$ cat src/verilog/usbp_pkg.sv
package usbp_pkg;

    // ------------------------------------------------------------
    // Buffer geometry
    // ------------------------------------------------------------
    localparam int unsigned FIFO_DEPTH = 16;
    localparam int unsigned PTR_W = 4;
    localparam int unsigned CNT_W = 5;
    localparam logic [CNT_W-1:0] FIFO_FULL_CNT = 5'h10;
    localparam logic [CNT_W-1:0] CNT_ZERO = 5'h00;
    localparam logic [CNT_W-1:0] CNT_ONE = 5'h01;

    // ------------------------------------------------------------
    // Shadow buffer aliases, one word each
    // ------------------------------------------------------------
    localparam logic [31:0] SHADOW_ALIAS_0 = 32'h5000_1030;
    localparam logic [31:0] SHADOW_ALIAS_7 = 32'h5000_104C;
    localparam logic [31:0] SHADOW_ALIAS_8 = 32'h5000_1050;
    localparam logic [31:0] SHADOW_SPAN = 32'h0000_0040;
    localparam logic [15:0] SHADOW_RST = 16'h0000;

    // ------------------------------------------------------------
    // Control, line status and interrupt registers
    // ------------------------------------------------------------
    localparam logic [31:0] CTRL_ADDR = 32'h5000_1000;
    localparam logic [31:0] LINE_STAT_ADDR = 32'h5000_1004;
    localparam logic [31:0] INT_STAT_ADDR = 32'h5000_1008;
    localparam logic [31:0] INT_MASK_ADDR = 32'h5000_100C;

    localparam int unsigned CTRL_FIFO_EN_BIT = 0;
    localparam int unsigned CTRL_IR_MODE_BIT = 1;
    localparam logic CTRL_FIFO_EN_RST = 1'h0;
    localparam logic CTRL_IR_MODE_RST = 1'h0;

    localparam int unsigned LSR_DR_BIT = 0;
    localparam int unsigned LSR_OVR_BIT = 1;
    localparam int unsigned LSR_TX_HOLDING_EMPTY_FLAG_BIT = 5;
    localparam int unsigned LSR_RX_LVL_LSB = 8;
    localparam int unsigned LSR_TX_LVL_LSB = 16;

    localparam int unsigned INT_W = 3;
    localparam int unsigned INT_RX_BIT = 0;
    localparam int unsigned INT_OVR_BIT = 1;
    localparam int unsigned INT_TX_HOLDING_EMPTY_FLAG_BIT = 2;
    localparam logic [INT_W-1:0] INT_STAT_RST = 3'h0;
    localparam logic [INT_W-1:0] INT_MASK_RST = 3'h0;

    // ------------------------------------------------------------
    // Carriers
    // ------------------------------------------------------------
    typedef struct packed {
        logic valid;
        logic [7:0] data;
    } usbp_char_t;

    typedef struct packed {
        logic [31:0] addr;
        logic [31:0] wdata;
        logic wr;
        logic rd;
    } usbp_bus_t;

endpackage

$ cat src/verilog/usbp_shadow_port.sv
`timescale 1ns/1ps
module usbp_shadow_port
    import usbp_pkg::*;
(
    // Clock and reset
    input wire logic CLOCK,
    input wire logic NRST,
    // Register port
    input wire usbp_bus_t BUS,
    output logic [31:0] RDATA,
    // Received characters
    input wire usbp_char_t RX_UART,
    input wire usbp_char_t RX_IR,
    // Characters to send
    output usbp_char_t TX_UART,
    input wire logic TX_UART_READY,
    output usbp_char_t TX_IR,
    input wire logic TX_IR_READY,
    // Mode and interrupt
    output logic IR_MODE,
    output logic IRQ
);

    // ------------------------------------------------------------
    // Storage
    // ------------------------------------------------------------
    logic [7:0] rx_mem_r [FIFO_DEPTH];
    logic [PTR_W-1:0] rx_rd_r;
    logic [PTR_W-1:0] rx_wr_r;
    logic [CNT_W-1:0] rx_cnt_r;
    logic [CNT_W-1:0] rx_cnt_nxt;
    logic [7:0] tx_mem_r [FIFO_DEPTH];
    logic [PTR_W-1:0] tx_rd_r;
    logic [PTR_W-1:0] tx_wr_r;
    logic [CNT_W-1:0] tx_cnt_r;
    logic [CNT_W-1:0] tx_cnt_nxt;
    logic fifo_en_r;
    logic ir_mode_r;
    logic lsr_ovr_r;
    logic [INT_W-1:0] int_stat_r;
    logic [INT_W-1:0] int_stat_nxt;
    logic [INT_W-1:0] int_mask_r;
    logic irq_r;
    logic [31:0] rdata_r;
    usbp_char_t tx_uart_r;
    usbp_char_t tx_ir_r;

    // ------------------------------------------------------------
    // Address decode
    // ------------------------------------------------------------
    function automatic logic is_shadow(input logic [31:0] addr);
        logic [31:0] off;
        off = addr - SHADOW_ALIAS_0;
        return (off < SHADOW_SPAN) && (off[1:0] == 2'h0);
    endfunction

    logic sh_rd;
    logic sh_wr;
    logic ctrl_wr;
    logic lsr_rd;
    logic stat_wr;
    logic mask_wr;
    logic [31:0] rd_val;
    logic [7:0] rx_head;
    logic [7:0] tx_head;
    logic tx_holding_empty_flag;
    logic dr;

    assign rx_head = rx_mem_r[rx_rd_r];
    assign tx_head = tx_mem_r[tx_rd_r];
    assign tx_holding_empty_flag = (tx_cnt_r == CNT_ZERO);
    assign dr = (rx_cnt_r != CNT_ZERO);

    always_comb
    begin
        sh_rd = 1'b0;
        sh_wr = 1'b0;
        ctrl_wr = 1'b0;
        lsr_rd = 1'b0;
        stat_wr = 1'b0;
        mask_wr = 1'b0;
        rd_val = 32'h0000_0000;
        if (is_shadow(BUS.addr))
        begin
            sh_rd = BUS.rd;
            sh_wr = BUS.wr;
            rd_val = {24'h00_0000, rx_head};
        end
        else if (BUS.addr == CTRL_ADDR)
        begin
            ctrl_wr = BUS.wr;
            rd_val[CTRL_FIFO_EN_BIT] = fifo_en_r;
            rd_val[CTRL_IR_MODE_BIT] = ir_mode_r;
        end
        else if (BUS.addr == LINE_STAT_ADDR)
        begin
            lsr_rd = BUS.rd;
            rd_val[LSR_DR_BIT] = dr;
            rd_val[LSR_OVR_BIT] = lsr_ovr_r;
            rd_val[LSR_TX_HOLDING_EMPTY_FLAG_BIT] = tx_holding_empty_flag;
            rd_val[LSR_RX_LVL_LSB +: CNT_W] = rx_cnt_r;
            rd_val[LSR_TX_LVL_LSB +: CNT_W] = tx_cnt_r;
        end
        else if (BUS.addr == INT_STAT_ADDR)
        begin
            stat_wr = BUS.wr;
            rd_val[INT_W-1:0] = int_stat_r;
        end
        else if (BUS.addr == INT_MASK_ADDR)
        begin
            mask_wr = BUS.wr;
            rd_val[INT_W-1:0] = int_mask_r;
        end
    end

    // ------------------------------------------------------------
    // Receive path
    // ------------------------------------------------------------
    usbp_char_t rx_in;
    logic fifo_flush;
    logic rx_pop;
    logic rx_full;
    logic rx_push;
    logic rx_ovwr;
    logic rx_drop;

    // Changing the FIFO mode empties both buffers
    assign fifo_flush = ctrl_wr && (BUS.wdata[CTRL_FIFO_EN_BIT] != fifo_en_r);
    assign rx_in = ir_mode_r ? RX_IR : RX_UART;
    assign rx_pop = sh_rd && dr;
    assign rx_full = fifo_en_r ? (rx_cnt_r == FIFO_FULL_CNT) : dr;
    assign rx_push = rx_in.valid && (!rx_full || rx_pop);
    assign rx_ovwr = rx_in.valid && rx_full && !rx_pop && !fifo_en_r;
    assign rx_drop = rx_in.valid && rx_full && !rx_pop && fifo_en_r;

    always_comb
    begin
        rx_cnt_nxt = rx_cnt_r;
        if (fifo_flush)
            rx_cnt_nxt = CNT_ZERO;
        else if (rx_push && !rx_pop)
            rx_cnt_nxt = rx_cnt_r + CNT_ONE;
        else if (rx_pop && !rx_push)
            rx_cnt_nxt = rx_cnt_r - CNT_ONE;
    end

    always_ff @(posedge CLOCK or negedge NRST)
    begin
        if (!NRST)
        begin
            rx_rd_r <= '0;
            rx_wr_r <= '0;
            rx_cnt_r <= CNT_ZERO;
        end
        else
        begin
            rx_cnt_r <= rx_cnt_nxt;
            if (fifo_flush)
            begin
                rx_rd_r <= '0;
                rx_wr_r <= '0;
            end
            else
            begin
                if (rx_push)
                    rx_wr_r <= rx_wr_r + PTR_W'(1);
                if (rx_pop)
                    rx_rd_r <= rx_rd_r + PTR_W'(1);
            end
        end
    end

    // Buffer loads SHADOW_RST at reset; once written, an empty buffer reads the stale entry at the read pointer
    always_ff @(posedge CLOCK or negedge NRST)
    begin
        if (!NRST)
        begin
            for (int i = 0; i < FIFO_DEPTH; i++)
                rx_mem_r[i] <= SHADOW_RST[7:0];
        end
        else if (rx_push)
            rx_mem_r[rx_wr_r] <= rx_in.data;
        else if (rx_ovwr)
            rx_mem_r[rx_rd_r] <= rx_in.data;
    end

    // ------------------------------------------------------------
    // Transmit path
    // ------------------------------------------------------------
    logic tx_acc;
    logic tx_pop;
    logic tx_full;
    logic tx_push;
    logic tx_ovwr;

    assign tx_acc = (tx_uart_r.valid && TX_UART_READY) || (tx_ir_r.valid && TX_IR_READY);
    assign tx_pop = (!(tx_uart_r.valid || tx_ir_r.valid) || tx_acc) && !tx_holding_empty_flag && !fifo_flush;
    assign tx_full = fifo_en_r ? (tx_cnt_r == FIFO_FULL_CNT) : !tx_holding_empty_flag;
    // writes into a full FIFO lost
    assign tx_push = sh_wr && (!tx_full || tx_pop);
    assign tx_ovwr = sh_wr && tx_full && !tx_pop && !fifo_en_r;

    always_comb
    begin
        tx_cnt_nxt = tx_cnt_r;
        if (fifo_flush)
            tx_cnt_nxt = CNT_ZERO;
        else if (tx_push && !tx_pop)
            tx_cnt_nxt = tx_cnt_r + CNT_ONE;
        else if (tx_pop && !tx_push)
            tx_cnt_nxt = tx_cnt_r - CNT_ONE;
    end

    always_ff @(posedge CLOCK or negedge NRST)
    begin
        if (!NRST)
        begin
            tx_rd_r <= '0;
            tx_wr_r <= '0;
            tx_cnt_r <= CNT_ZERO;
        end
        else
        begin
            tx_cnt_r <= tx_cnt_nxt;
            if (fifo_flush)
            begin
                tx_rd_r <= '0;
                tx_wr_r <= '0;
            end
            else
            begin
                if (tx_push)
                    tx_wr_r <= tx_wr_r + PTR_W'(1);
                if (tx_pop)
                    tx_rd_r <= tx_rd_r + PTR_W'(1);
            end
        end
    end

    // only the low byte is stored
    always_ff @(posedge CLOCK)
    begin
        if (tx_push && !fifo_flush)
            tx_mem_r[tx_wr_r] <= BUS.wdata[7:0];
        else if (tx_ovwr && !fifo_flush)
            tx_mem_r[tx_rd_r] <= BUS.wdata[7:0];
    end

    // character goes to the serializer of the mode
    always_ff @(posedge CLOCK or negedge NRST)
    begin
        if (!NRST)
        begin
            tx_uart_r <= '0;
            tx_ir_r <= '0;
        end
        else if (tx_pop)
        begin
            tx_uart_r <= '{valid: !ir_mode_r, data: tx_head};
            tx_ir_r <= '{valid: ir_mode_r, data: tx_head};
        end
        else if (tx_acc)
        begin
            tx_uart_r.valid <= 1'b0;
            tx_ir_r.valid <= 1'b0;
        end
    end

    // ------------------------------------------------------------
    // Control and status registers
    // ------------------------------------------------------------
    always_ff @(posedge CLOCK or negedge NRST)
    begin
        if (!NRST)
        begin
            fifo_en_r <= CTRL_FIFO_EN_RST;
            ir_mode_r <= CTRL_IR_MODE_RST;
        end
        else if (ctrl_wr)
        begin
            fifo_en_r <= BUS.wdata[CTRL_FIFO_EN_BIT];
            ir_mode_r <= BUS.wdata[CTRL_IR_MODE_BIT];
        end
    end

    // Overrun sticks until line status is read; a new one wins
    always_ff @(posedge CLOCK or negedge NRST)
    begin
        if (!NRST)
            lsr_ovr_r <= 1'b0;
        else if (rx_ovwr || rx_drop)
            lsr_ovr_r <= 1'b1;
        else if (lsr_rd)
            lsr_ovr_r <= 1'b0;
    end

    always_comb
    begin
        int_stat_nxt = int_stat_r;
        if (stat_wr)
            int_stat_nxt = int_stat_r & ~BUS.wdata[INT_W-1:0];
        int_stat_nxt[INT_RX_BIT] = int_stat_nxt[INT_RX_BIT] | rx_push;
        int_stat_nxt[INT_OVR_BIT] = int_stat_nxt[INT_OVR_BIT] | rx_ovwr | rx_drop;
        int_stat_nxt[INT_TX_HOLDING_EMPTY_FLAG_BIT] = int_stat_nxt[INT_TX_HOLDING_EMPTY_FLAG_BIT]
            | (!tx_holding_empty_flag && tx_cnt_nxt == CNT_ZERO);
    end

    always_ff @(posedge CLOCK or negedge NRST)
    begin
        if (!NRST)
        begin
            int_stat_r <= INT_STAT_RST;
            int_mask_r <= INT_MASK_RST;
            irq_r <= 1'b0;
        end
        else
        begin
            int_stat_r <= int_stat_nxt;
            if (mask_wr)
                int_mask_r <= BUS.wdata[INT_W-1:0];
            irq_r <= |(int_stat_nxt & (mask_wr ? BUS.wdata[INT_W-1:0] : int_mask_r));
        end
    end

    // Read data stand for exactly one cycle
    always_ff @(posedge CLOCK or negedge NRST)
    begin
        if (!NRST)
            rdata_r <= 32'h0000_0000;
        else if (BUS.rd)
            rdata_r <= rd_val;
        else
            rdata_r <= 32'h0000_0000;
    end

    assign RDATA = rdata_r;
    assign TX_UART = tx_uart_r;
    assign TX_IR = tx_ir_r;
    assign IR_MODE = ir_mode_r;
    assign IRQ = irq_r;

    // ------------------------------------------------------------
    // Checks
    // ------------------------------------------------------------
    a_shadow_upper_zero: assert property (
        @(posedge CLOCK) disable iff (!NRST)
        sh_rd |=> RDATA[31:8] == 24'h00_0000)
        else $error("shadow read upper bits not zero");

    a_alias_same_head: assert property (
        @(posedge CLOCK) disable iff (!NRST)
        (sh_rd && !fifo_flush) |=> RDATA[7:0] == $past(rx_head))
        else $error("alias read did not return buffer head");

    a_rx_fifo_pop: assert property (
        @(posedge CLOCK) disable iff (!NRST)
        (fifo_en_r && sh_rd && dr && !rx_in.valid && !fifo_flush)
        |=> rx_cnt_r == $past(rx_cnt_r) - CNT_ONE)
        else $error("fifo read did not pop");

    a_rx_overwrite: assert property (
        @(posedge CLOCK) disable iff (!NRST)
        (!fifo_en_r && dr && rx_in.valid && !sh_rd && !fifo_flush)
        |=> rx_cnt_r == CNT_ONE && rx_head == $past(rx_in.data) && int_stat_r[INT_OVR_BIT])
        else $error("single buffer overwrite wrong");

    a_rx_full_drop: assert property (
        @(posedge CLOCK) disable iff (!NRST)
        (fifo_en_r && rx_cnt_r == FIFO_FULL_CNT && rx_in.valid && !sh_rd && !fifo_flush)
        |=> $stable(rx_wr_r) && rx_cnt_r == FIFO_FULL_CNT && lsr_ovr_r)
        else $error("full receive fifo not preserved");

    a_rx_source: assert property (
        @(posedge CLOCK) disable iff (!NRST)
        (ir_mode_r && RX_IR.valid && !dr && !fifo_flush)
        |=> rx_head == $past(RX_IR.data))
        else $error("infrared character not stored");

    a_dr_report: assert property (
        @(posedge CLOCK) disable iff (!NRST)
        lsr_rd |=> RDATA[LSR_DR_BIT] == ($past(rx_cnt_r) != CNT_ZERO))
        else $error("data ready flag wrong");

    a_tx_holding_empty_flag_clear: assert property (
        @(posedge CLOCK) disable iff (!NRST)
        (!fifo_en_r && tx_holding_empty_flag && sh_wr && !fifo_flush) |=> !tx_holding_empty_flag)
        else $error("holding empty not cleared");

    a_tx_replace: assert property (
        @(posedge CLOCK) disable iff (!NRST)
        (!fifo_en_r && !tx_holding_empty_flag && sh_wr && !tx_pop && !fifo_flush)
        |=> tx_head == $past(BUS.wdata[7:0]) && tx_cnt_r == CNT_ONE)
        else $error("pending character not replaced");

    a_tx_accept: assert property (
        @(posedge CLOCK) disable iff (!NRST)
        (fifo_en_r && tx_cnt_r < FIFO_FULL_CNT && sh_wr && !tx_pop && !fifo_flush)
        |=> tx_cnt_r == $past(tx_cnt_r) + CNT_ONE)
        else $error("fifo write not accepted");

    a_tx_full_lost: assert property (
        @(posedge CLOCK) disable iff (!NRST)
        (fifo_en_r && tx_cnt_r == FIFO_FULL_CNT && sh_wr && !tx_pop && !fifo_flush)
        |=> tx_cnt_r == FIFO_FULL_CNT && $stable(tx_wr_r) && $stable(tx_rd_r))
        else $error("write into full fifo not lost");

    a_tx_route: assert property (
        @(posedge CLOCK) disable iff (!NRST)
        tx_pop |=> (TX_IR.valid == $past(ir_mode_r)) && (TX_UART.valid != $past(ir_mode_r))
            && TX_UART.data == $past(tx_head))
        else $error("character routed to wrong output");

endmodule // usbp_shadow_port

$ cat config.mk
export PLATFORM = sky130hd
export DESIGN_NAME = usbp_shadow_port
export DESIGN_NICKNAME = d
export VERILOG_FILES = /design/src/verilog/usbp_pkg.sv /design/src/verilog/usbp_shadow_port.sv
export SDC_FILE = /design/constraint.sdc
export NUM_CORES = 1
export LEC_CHECK = 0
export BUFFER_PORTS_ARGS = -buffer_cell sky130_fd_sc_hd__buf_4
export CORE_MARGIN = 2
export CORE_UTILIZATION = 45
export CTS_BUF_LIST = sky130_fd_sc_hd__clkbuf_4 sky130_fd_sc_hd__clkbuf_8
export CTS_CLUSTER_SIZE = 28
export DETAILED_ROUTE_END_ITERATION = 7
export GPL_TIMING_DRIVEN = 0
export PLACE_DENSITY_LB_ADDON = 0.3
export SLEW_MARGIN = 20
export SYNTH_ARGS = -nofsm -noshare
export SYNTH_HDL_FRONTEND = slang
export SYNTH_SLANG_ARGS = --single-unit
export TNS_END_PERCENT = 30
$ cat constraint.sdc
create_clock -name CLOCK -period 4 [get_ports CLOCK]
set_input_delay 0.6 -clock CLOCK [delete_from_list [all_inputs] [get_ports CLOCK]]
set_output_delay 0.6 -clock CLOCK [all_outputs]
set_load 0.01 [all_outputs]
==> flow_summary.ini, run 1 <==
[status]
status = finished, final reports clean

[sta]
fmax_mhz = 255
hold_ws_ns = 0.278
worst_pin_slew_ns = 0.977
layout_setup_ws_ns = 0.0747
skew_ns = 0.0339
finalSetupViolCount = 0
post-route-period-util_pct = 98.1
hold_viol = 0
final_max_slew_viol_count = 0
period_needed_ns = 3.93
slew_headroom_pct = 34.9
rsz0062_at_grt = true

[floorplanning]
core_um2 = 33600
io_pins = 140
die_y_um = 189
initial_utilization_pct = 45.9
dieArea_um2 = 35800
num_rows = 67
die_w_um = 189

[global_route]
grt_max_degree = 99
grt_overflow = 0
grt_pass1_vias = 9336
grt.total_usage_pct = 19.7
antenna_found_initial = 1
grt_pass1_wl_mm = 54.2

[yosys]
synth-main-ff-cell = dfrtp_1
yosysTopAreaCellShare_pct = 31.2
yosysTopAreaCell = dfrtp_1
synth_adder_area_share_pct = 1.35
synthTopCellsByArea = dfrtp_1 (31%), edfxtp_1 (25%), mux4_2 (11%)
yosysUniqueCellTypes = 72
synthXorXnorAreaFrac_pct = 0.909
yosysWarnings = 0
yosys.area_share.simple_pct = 8.13
synth_seq_cells = 320
async_flop_share_pct = 60.0
avgSynthCellArea_um2 = 14.9
syn-cell-area_um2 = 15400
syn_inst = 1034
synth.area.mux_share_pct = 24.6
yosysSeqAreaShare_pct = 56.1
synth_top_family_by_area = multiplexers
synth_compound_area_share_pct = 5.01
synth-edff-count = 128

[worst_hold_path]
hold_start = BUS[0]
hold_end = RDATA[2]$_DFF_PN0_
hold_class = in -> reg
hold_path_depth = 2

[setup_path]
r2r_end = tx_mem_r[8][4]$_DFFE_PP_
critical_path.slowest_cell = or4_4
cp.arrival_ns = 4.39
cp_cell_sequence = buf_4 > or4_4 > o21a_4 > or4b_4 > a221oi_4 > nand4_2 > buf_6 > a21oi_4 > buf_6 > buf_4 > nand3_1 > a21oi_4 > mux2_2
cp_max_fo = 10
end_kind = flop
cp.required_ns = 4.46
path_class = in -> reg
critical_path_buf_inv_count = 4
cp_top_family = compound AO/OA/AOI/OAI gates
slowest_delay_ns = 0.54
startpoint_type = primary input
rrSetupSlack_ns = 0.47
r2r-start = tx_cnt_r[0]$_DFF_PN0_
r2r_cells = 11
startpoint = BUS[42]

[finish]
final_common_cell = dfrtp_1
syn_to_final_growth_pct = 18.4
finish.utilization_pct = 54.3
final_cell_mix = dfrtp_1 (192), buf_4 (130), edfxtp_1 (128)
diodes = 0
stdcell_count = 1706
drive_gt1_share_pct = 40.7
nets = 1321

[detailed_routing]
post_drt_wl_per_cell_um = 20.7
finalWirelength_mm = 35.2
route.detailed.drc = 0
drt_pre_antenna_iters = 5
viasPerCell = 5.48
num_vias = 9346
drt_iter0_drc = 672
ant_nets = 0

[clocking]
clkTransAtPathRegs_ns = 0.06
cts_buffers = 50
htreeDepth = 2
cts.root.buffer_cell = clkbuf_8
worstSkewPairLatency_ns = 0.60
cts_sinks = 320
cts_tree = built
cts.path.max_buffers = 3

[placed_design]
gp_congestion = 0.851
dp_cells = 1597
pre_cts_slack_ns = -0.962
dp_hpwl_mm = 23.2
portBuffers = 99

[power]
p_leak_nw = 7.79
power_mw = 8.97
power_density_nw_per_um2 = 491
ir_worst_vdd_mv = 0.351

[job]
cap_violations = 0
worst max-delay path by stage:
stage | cells past startpoint | slack (ns) | end
4_1_cts | 12 | -0.09 | tx_mem_r[10][7]$_DFFE_PP_
3_5_place_dp | 11 | -0.96 | tx_mem_r[8][3]$_DFFE_PP_
6_report | 13 | 0.07 | rx_mem_r[113]$_DFFE_PN0P_
5_1_grt | 16 | -0.06 | rx_cnt_r[4]$_DFFE_PN0P_
3_3_place_gp | 11 | -0.91 | tx_mem_r[8][3]$_DFFE_PP_
2_1_floorplan | 15 | -0.12 | rx_cnt_r[4]$_DFFE_PN0P_
registers in the layout, indices dropped and copies added (netlist names):
name        count
lsr_ovr_r       1
IR_MODE         1
int_mask_r      3
IRQ             1
tx_mem_r      128
tx_cnt_r        5
RDATA          18
rx_wr_r         4
rx_cnt_r        5
rx_mem_r      128
tx_rd_r         4
fifo_en_r       1
tx_wr_r         4
TX_UART         1
int_stat_r      3
TX_IR           9
rx_rd_r         4
worst register-to-register path, cell delays in order (launching register included):
cell     delay, ns
dfrtp_1       0.42
inv_1         0.11
ha_1          0.17
or3b_2        0.49
o21ai_1       0.45
a21o_1        0.30
nand2_1       0.12
nand2_1       0.19
nor2_1        0.06
a21oi_1       0.72
nor2_4        0.08
buf_12        0.18
through the flow:
step,area (µm²),TNS (ns)
2_1_floorplan,15500,-9.63
3_3_place_gp,16800,-121.89
4_1_cts,18000,-2.12
5_1_grt,18300,-0.641
6_report,18300,0
3_5_place_dp,16900,-129.94
cells in the mapped netlist, drive strengths merged (2+ instances only):
cell and n:
dfrtp 192, mux2 144, edfxtp 128, mux4 74, nor2 56, buf 49, nand2 45, clkbuf 36
nand3 31, inv 24, nand4 24, a21oi 21, a21o 20, mux2i 20, o21ai 18, ha 15
and2 14, nor2b 9, nor3 9, xor2 9, nand3b 7, nor4 7, xnor2 7, nand2b 6
a31oi 5, nor3b 5, or4 5, a211o 4, and2b 4, or3 4, a21bo 3, a222oi 3
and3 3, o21a 3, o31a 3, a21boi 2, a32oi 2, a41o 2, nor4b 2, o2111ai 2
or4b 2
cells by family after synthesis:
family,after synthesis
AO/OA/AOI/OAI,98
XOR/XNOR,16
adder cells (fa/ha/maj),16
buffers and inverters,109
flip-flops,320
multiplexers,238
other,1
AND/OR/NAND/NOR,236
layout make-up:
cell class | instances | area (µm²)
inverters | 24 | 90.1
fillers | 2701 | 15400
clock inverters | 22 | 166
well taps | 448 | 561
repair buffers | 118 | 1020
multi-input cells | 618 | 6380
plain buffers | 85 | 518
clock buffers | 71 | 883
flip-flops and latches | 320 | 8650
report_power, final:
part           internal (mW)  switching (mW)
combinational           1.11            1.14
clock                   1.57            1.30
sequential              3.66           0.195
routing by layer:
metal	track usage, %	vias up	part of all wire (%)
met5	0	-	0
met2	31.8	280	48
met3	3.73	72	5.1
met4	5.62	0	2.4
li1	-	4245	-
met1	27.4	4749	44
what timing repair did:
action,4_1_cts,5_1_grt
pin swaps,0,14
resized for setup,19,17
cloned,0,0
setup endpoints to repair,122,130
hold endpoints to repair,0,3
hold buffers,0,1
setup buffers,0,15
(Power assumes the default switching activity.)
==> run 2: changes to the inputs <==
--- a/config.mk
+++ b/config.mk
@@ -5,6 +5,7 @@
 export SDC_FILE = /design/constraint.sdc
 export NUM_CORES = 1
 export LEC_CHECK = 0
+export ABC_AREA = 1
 export BUFFER_PORTS_ARGS = -buffer_cell sky130_fd_sc_hd__buf_4
 export CORE_MARGIN = 2
 export CORE_UTILIZATION = 45
==> flow_summary.ini, run 2 <==
[status]
status = finished, final reports clean

[setup_path]
slowest_delay_ns = 0.47
cp_max_fo = 10
r2r_cells = 16
path_class = in -> reg
end_kind = flop
cp.arrival_ns = 4.15
cp_common_cell = nand2_1
cp_cell_sequence = buf_4 > nor2_1 > nand3_1 > nand2_4 > nand4_1 > nand2_1 > nand3_1 > nor2_1 > nand2_1 > nor2_4 > nand2_2 > clkinv_2 > nand2_4 > nand2_4 > inv_4 > nor2_8 > buf_8 > nand2_1 > fa_1 > nand3_1 > nand2_1 > xor2_1 > xnor2_1 > o22ai_1
rrSetupSlack_ns = 0.48
cp.required_ns = 4.45
critical_path.slowest_cell = fa_1
startpoint_type = primary input

[clocking]
ctsHoldBuffers = 0
cts.root.buffer_cell = clkbuf_8
htreeDepth = 2
cts_buffers = 51
cts_sinks = 320
worstSkewPairLatency_ns = 0.62
cts.path.max_buffers = 3
cts_tree = built
clkTransAtPathRegs_ns = 0.06

[placed_design]
portBuffers = 98
dp_hpwl_mm = 31.9
dp_cells = 2348
gp_congestion = 0.931
placed_cell_area_um2 = 17300

[power]
power_mw = 11.3
p_int_mw = 7.27
p_clk_share_pct = 28.4
combPwrFrac_pct = 30.8
seqPwrFrac_pct = 40.8
p_leak_nw = 8.09
p_switching_mw = 3.98
ir_worst_vdd_mv = 0.341
power_density_nw_per_um2 = 606
switching_share_pct = 35.4

[yosys]
synthTopCellsByArea = dfrtp_1 (30%), edfxtp_1 (24%), nand2_1 (10%)
async_flop_share_pct = 60.0
syn_inst = 1780
yosysTopAreaCell = dfrtp_1
yosysUniqueCellTypes = 56
synth_seq_cells = 320
yosysWarnings = 0
synth_top_family_by_area = simple AND/OR/NAND/NOR gates
synth_common_cells = nand2_1 (442), dfrtp_1 (192), nor2_1 (157), edfxtp_1 (128), o21ai_0 (126)
yosysSeqAreaShare_pct = 54.5
synth_adder_area_share_pct = 1.31
yosysTopAreaCellShare_pct = 30.3
avgSynthCellArea_um2 = 8.92
synth_most_common_cell = nand2_1
syn-cell-area_um2 = 15900
synth_compound_area_share_pct = 15.0
synth-edff-count = 128
synthXorXnorAreaFrac_pct = 0.607
synth-main-ff-cell = dfrtp_1
synth.area.mux_share_pct = 0.504
yosys.area_share.simple_pct = 21.5

[global_route]
antenna_found_initial = 1
grt_overflow = 0
grt_pass1_vias = 13178
grt_max_degree = 99
grt.total_usage_pct = 25.1
grt_pass1_wl_mm = 71.3

[floorplanning]
num_rows = 68
initial_utilization_pct = 45.8
dieArea_um2 = 36800
io_pins = 140
die_y_um = 192
core_um2 = 34600
die_w_um = 192

[finish]
syn_to_final_growth_pct = 16.9
stdcell_count = 2444
drive_gt1_share_pct = 16.8
diodes = 0
final_cell_area_um2 = 18600
final_cell_mix = nand2_1 (442), dfrtp_1 (192), nor2_1 (141)
final_common_cell = nand2_1
finish.utilization_pct = 53.6
nets = 2050

[sta]
hold_viol = 0
rsz0062_at_grt = true
hold_ws_ns = 0.0138
slew_headroom_pct = 37.6
period_needed_ns = 3.70
worst_pin_slew_ns = 0.909
post-route-period-util_pct = 92.4
finalSetupViolCount = 0
fmax_mhz = 271
final_max_slew_viol_count = 0
skew_ns = 0.0587

[detailed_routing]
drt_iter0_drc = 1158
ant_nets = 0
drt_pre_antenna_iters = 5
finalWirelength_mm = 45.6
route.detailed.drc = 0
post_drt_wl_per_cell_um = 18.7
num_vias = 13479
viasPerCell = 5.52

[job]
cap_violations = 0

[worst_hold_path]
hold_class = in -> async
-- run 2: cell types whose count changed in the layout (fill, tap and decap cells not counted), sizes merged, moves of 64 or more --
cell   previous run  this run
nand2            45       462
o21ai            18       219
mux2            144         0
nor2             56       171
inv              26       131
nand3            31       108
mux4             74         0
a21oi            21        85
-- run 2: cells by family (layout without fill, tap and decap cells) --
family,after synthesis,in the layout
flops,320,320
mux,8,8
simple gates,794,794
buf+inv,233,429
other cells,1,14
xor+xnor,11,11
compound gates,397,397
fa+ha+maj,16,16
-- run 2: cell type report --
cell class,count,area [µm²]
clock inverter,21,250
multi-input combinational,1240,6320
sequential,320,8650
inverter,133,505
clock buffer,75,938
fill,3142,16100
buffer,100,529
timing repair buffer,100,798
tap,455,569
-- run 2: timing repair --
item                                    4_1_cts  5_1_grt
resized for setup                             0       24
buffers inserted                              0        0
endpoints found under the setup margin        0      128
-- run 2: metal layers --
layer	wire, µm	GRT usage [%]
met1	18900	33.0
met2	21100	40.9
met3	3750	4.51
met4	1900	10.9
met5	0	0
-- run 2: path summary, 6_finish.rpt --
check,from,endpoint
setup / recovery,BUS[43],rx_cnt_r[4]$_DFFE_PN0P_
min in group CLOCK,BUS[6],tx_mem_r[4][4]$_DFFE_PP_
hold / removal,NRST,rx_mem_r[10]$_DFFE_PN0P_
setup reg to reg,tx_cnt_r[0]$_DFF_PN0_,tx_mem_r[12][6]$_DFFE_PP_
max in group asynchronous,NRST,tx_cnt_r[3]$_DFF_PN0_
hold reg to reg,rx_mem_r[84]$_DFFE_PN0P_,rx_mem_r[84]$_DFFE_PN0P_
-- run 2: stage by stage --
step / setup TNS [ns] / setup WS, ns
after CTS: 0 / 0.129
after global routing: -0.644 / -0.0296
after floorplan: 0 / 0.530
after global placement: -39.79 / -0.412
after detailed placement: -46.06 / -0.473
final: 0 / 0.304
-- run 2: power groups by stage --
| stage | registers [mW] | logic, mW | clock network (mW) |
|---|---|---|---|
| after global routing | 4.67 | 3.88 | 3.37 |
| after floorplan | 4.53 | 2.31 | 0 |
| after detailed placement | 4.63 | 3.42 | 0 |
| after CTS | 4.58 | 3.44 | 3.22 |
| after global placement | 4.61 | 3.32 | 0 |
| final | 4.59 | 3.47 | 3.19 |
-- run 2: critical path, delay by kind of cell --
family | cells | cell delay [ns]
AOI/OAI and AO/OA | 1 | 0.09
adders and majority gates | 1 | 0.47
and+or+nand+nor | 16 | 2.23
buffers and inverters | 4 | 0.45
xor gates and xnor gates | 2 | 0.31
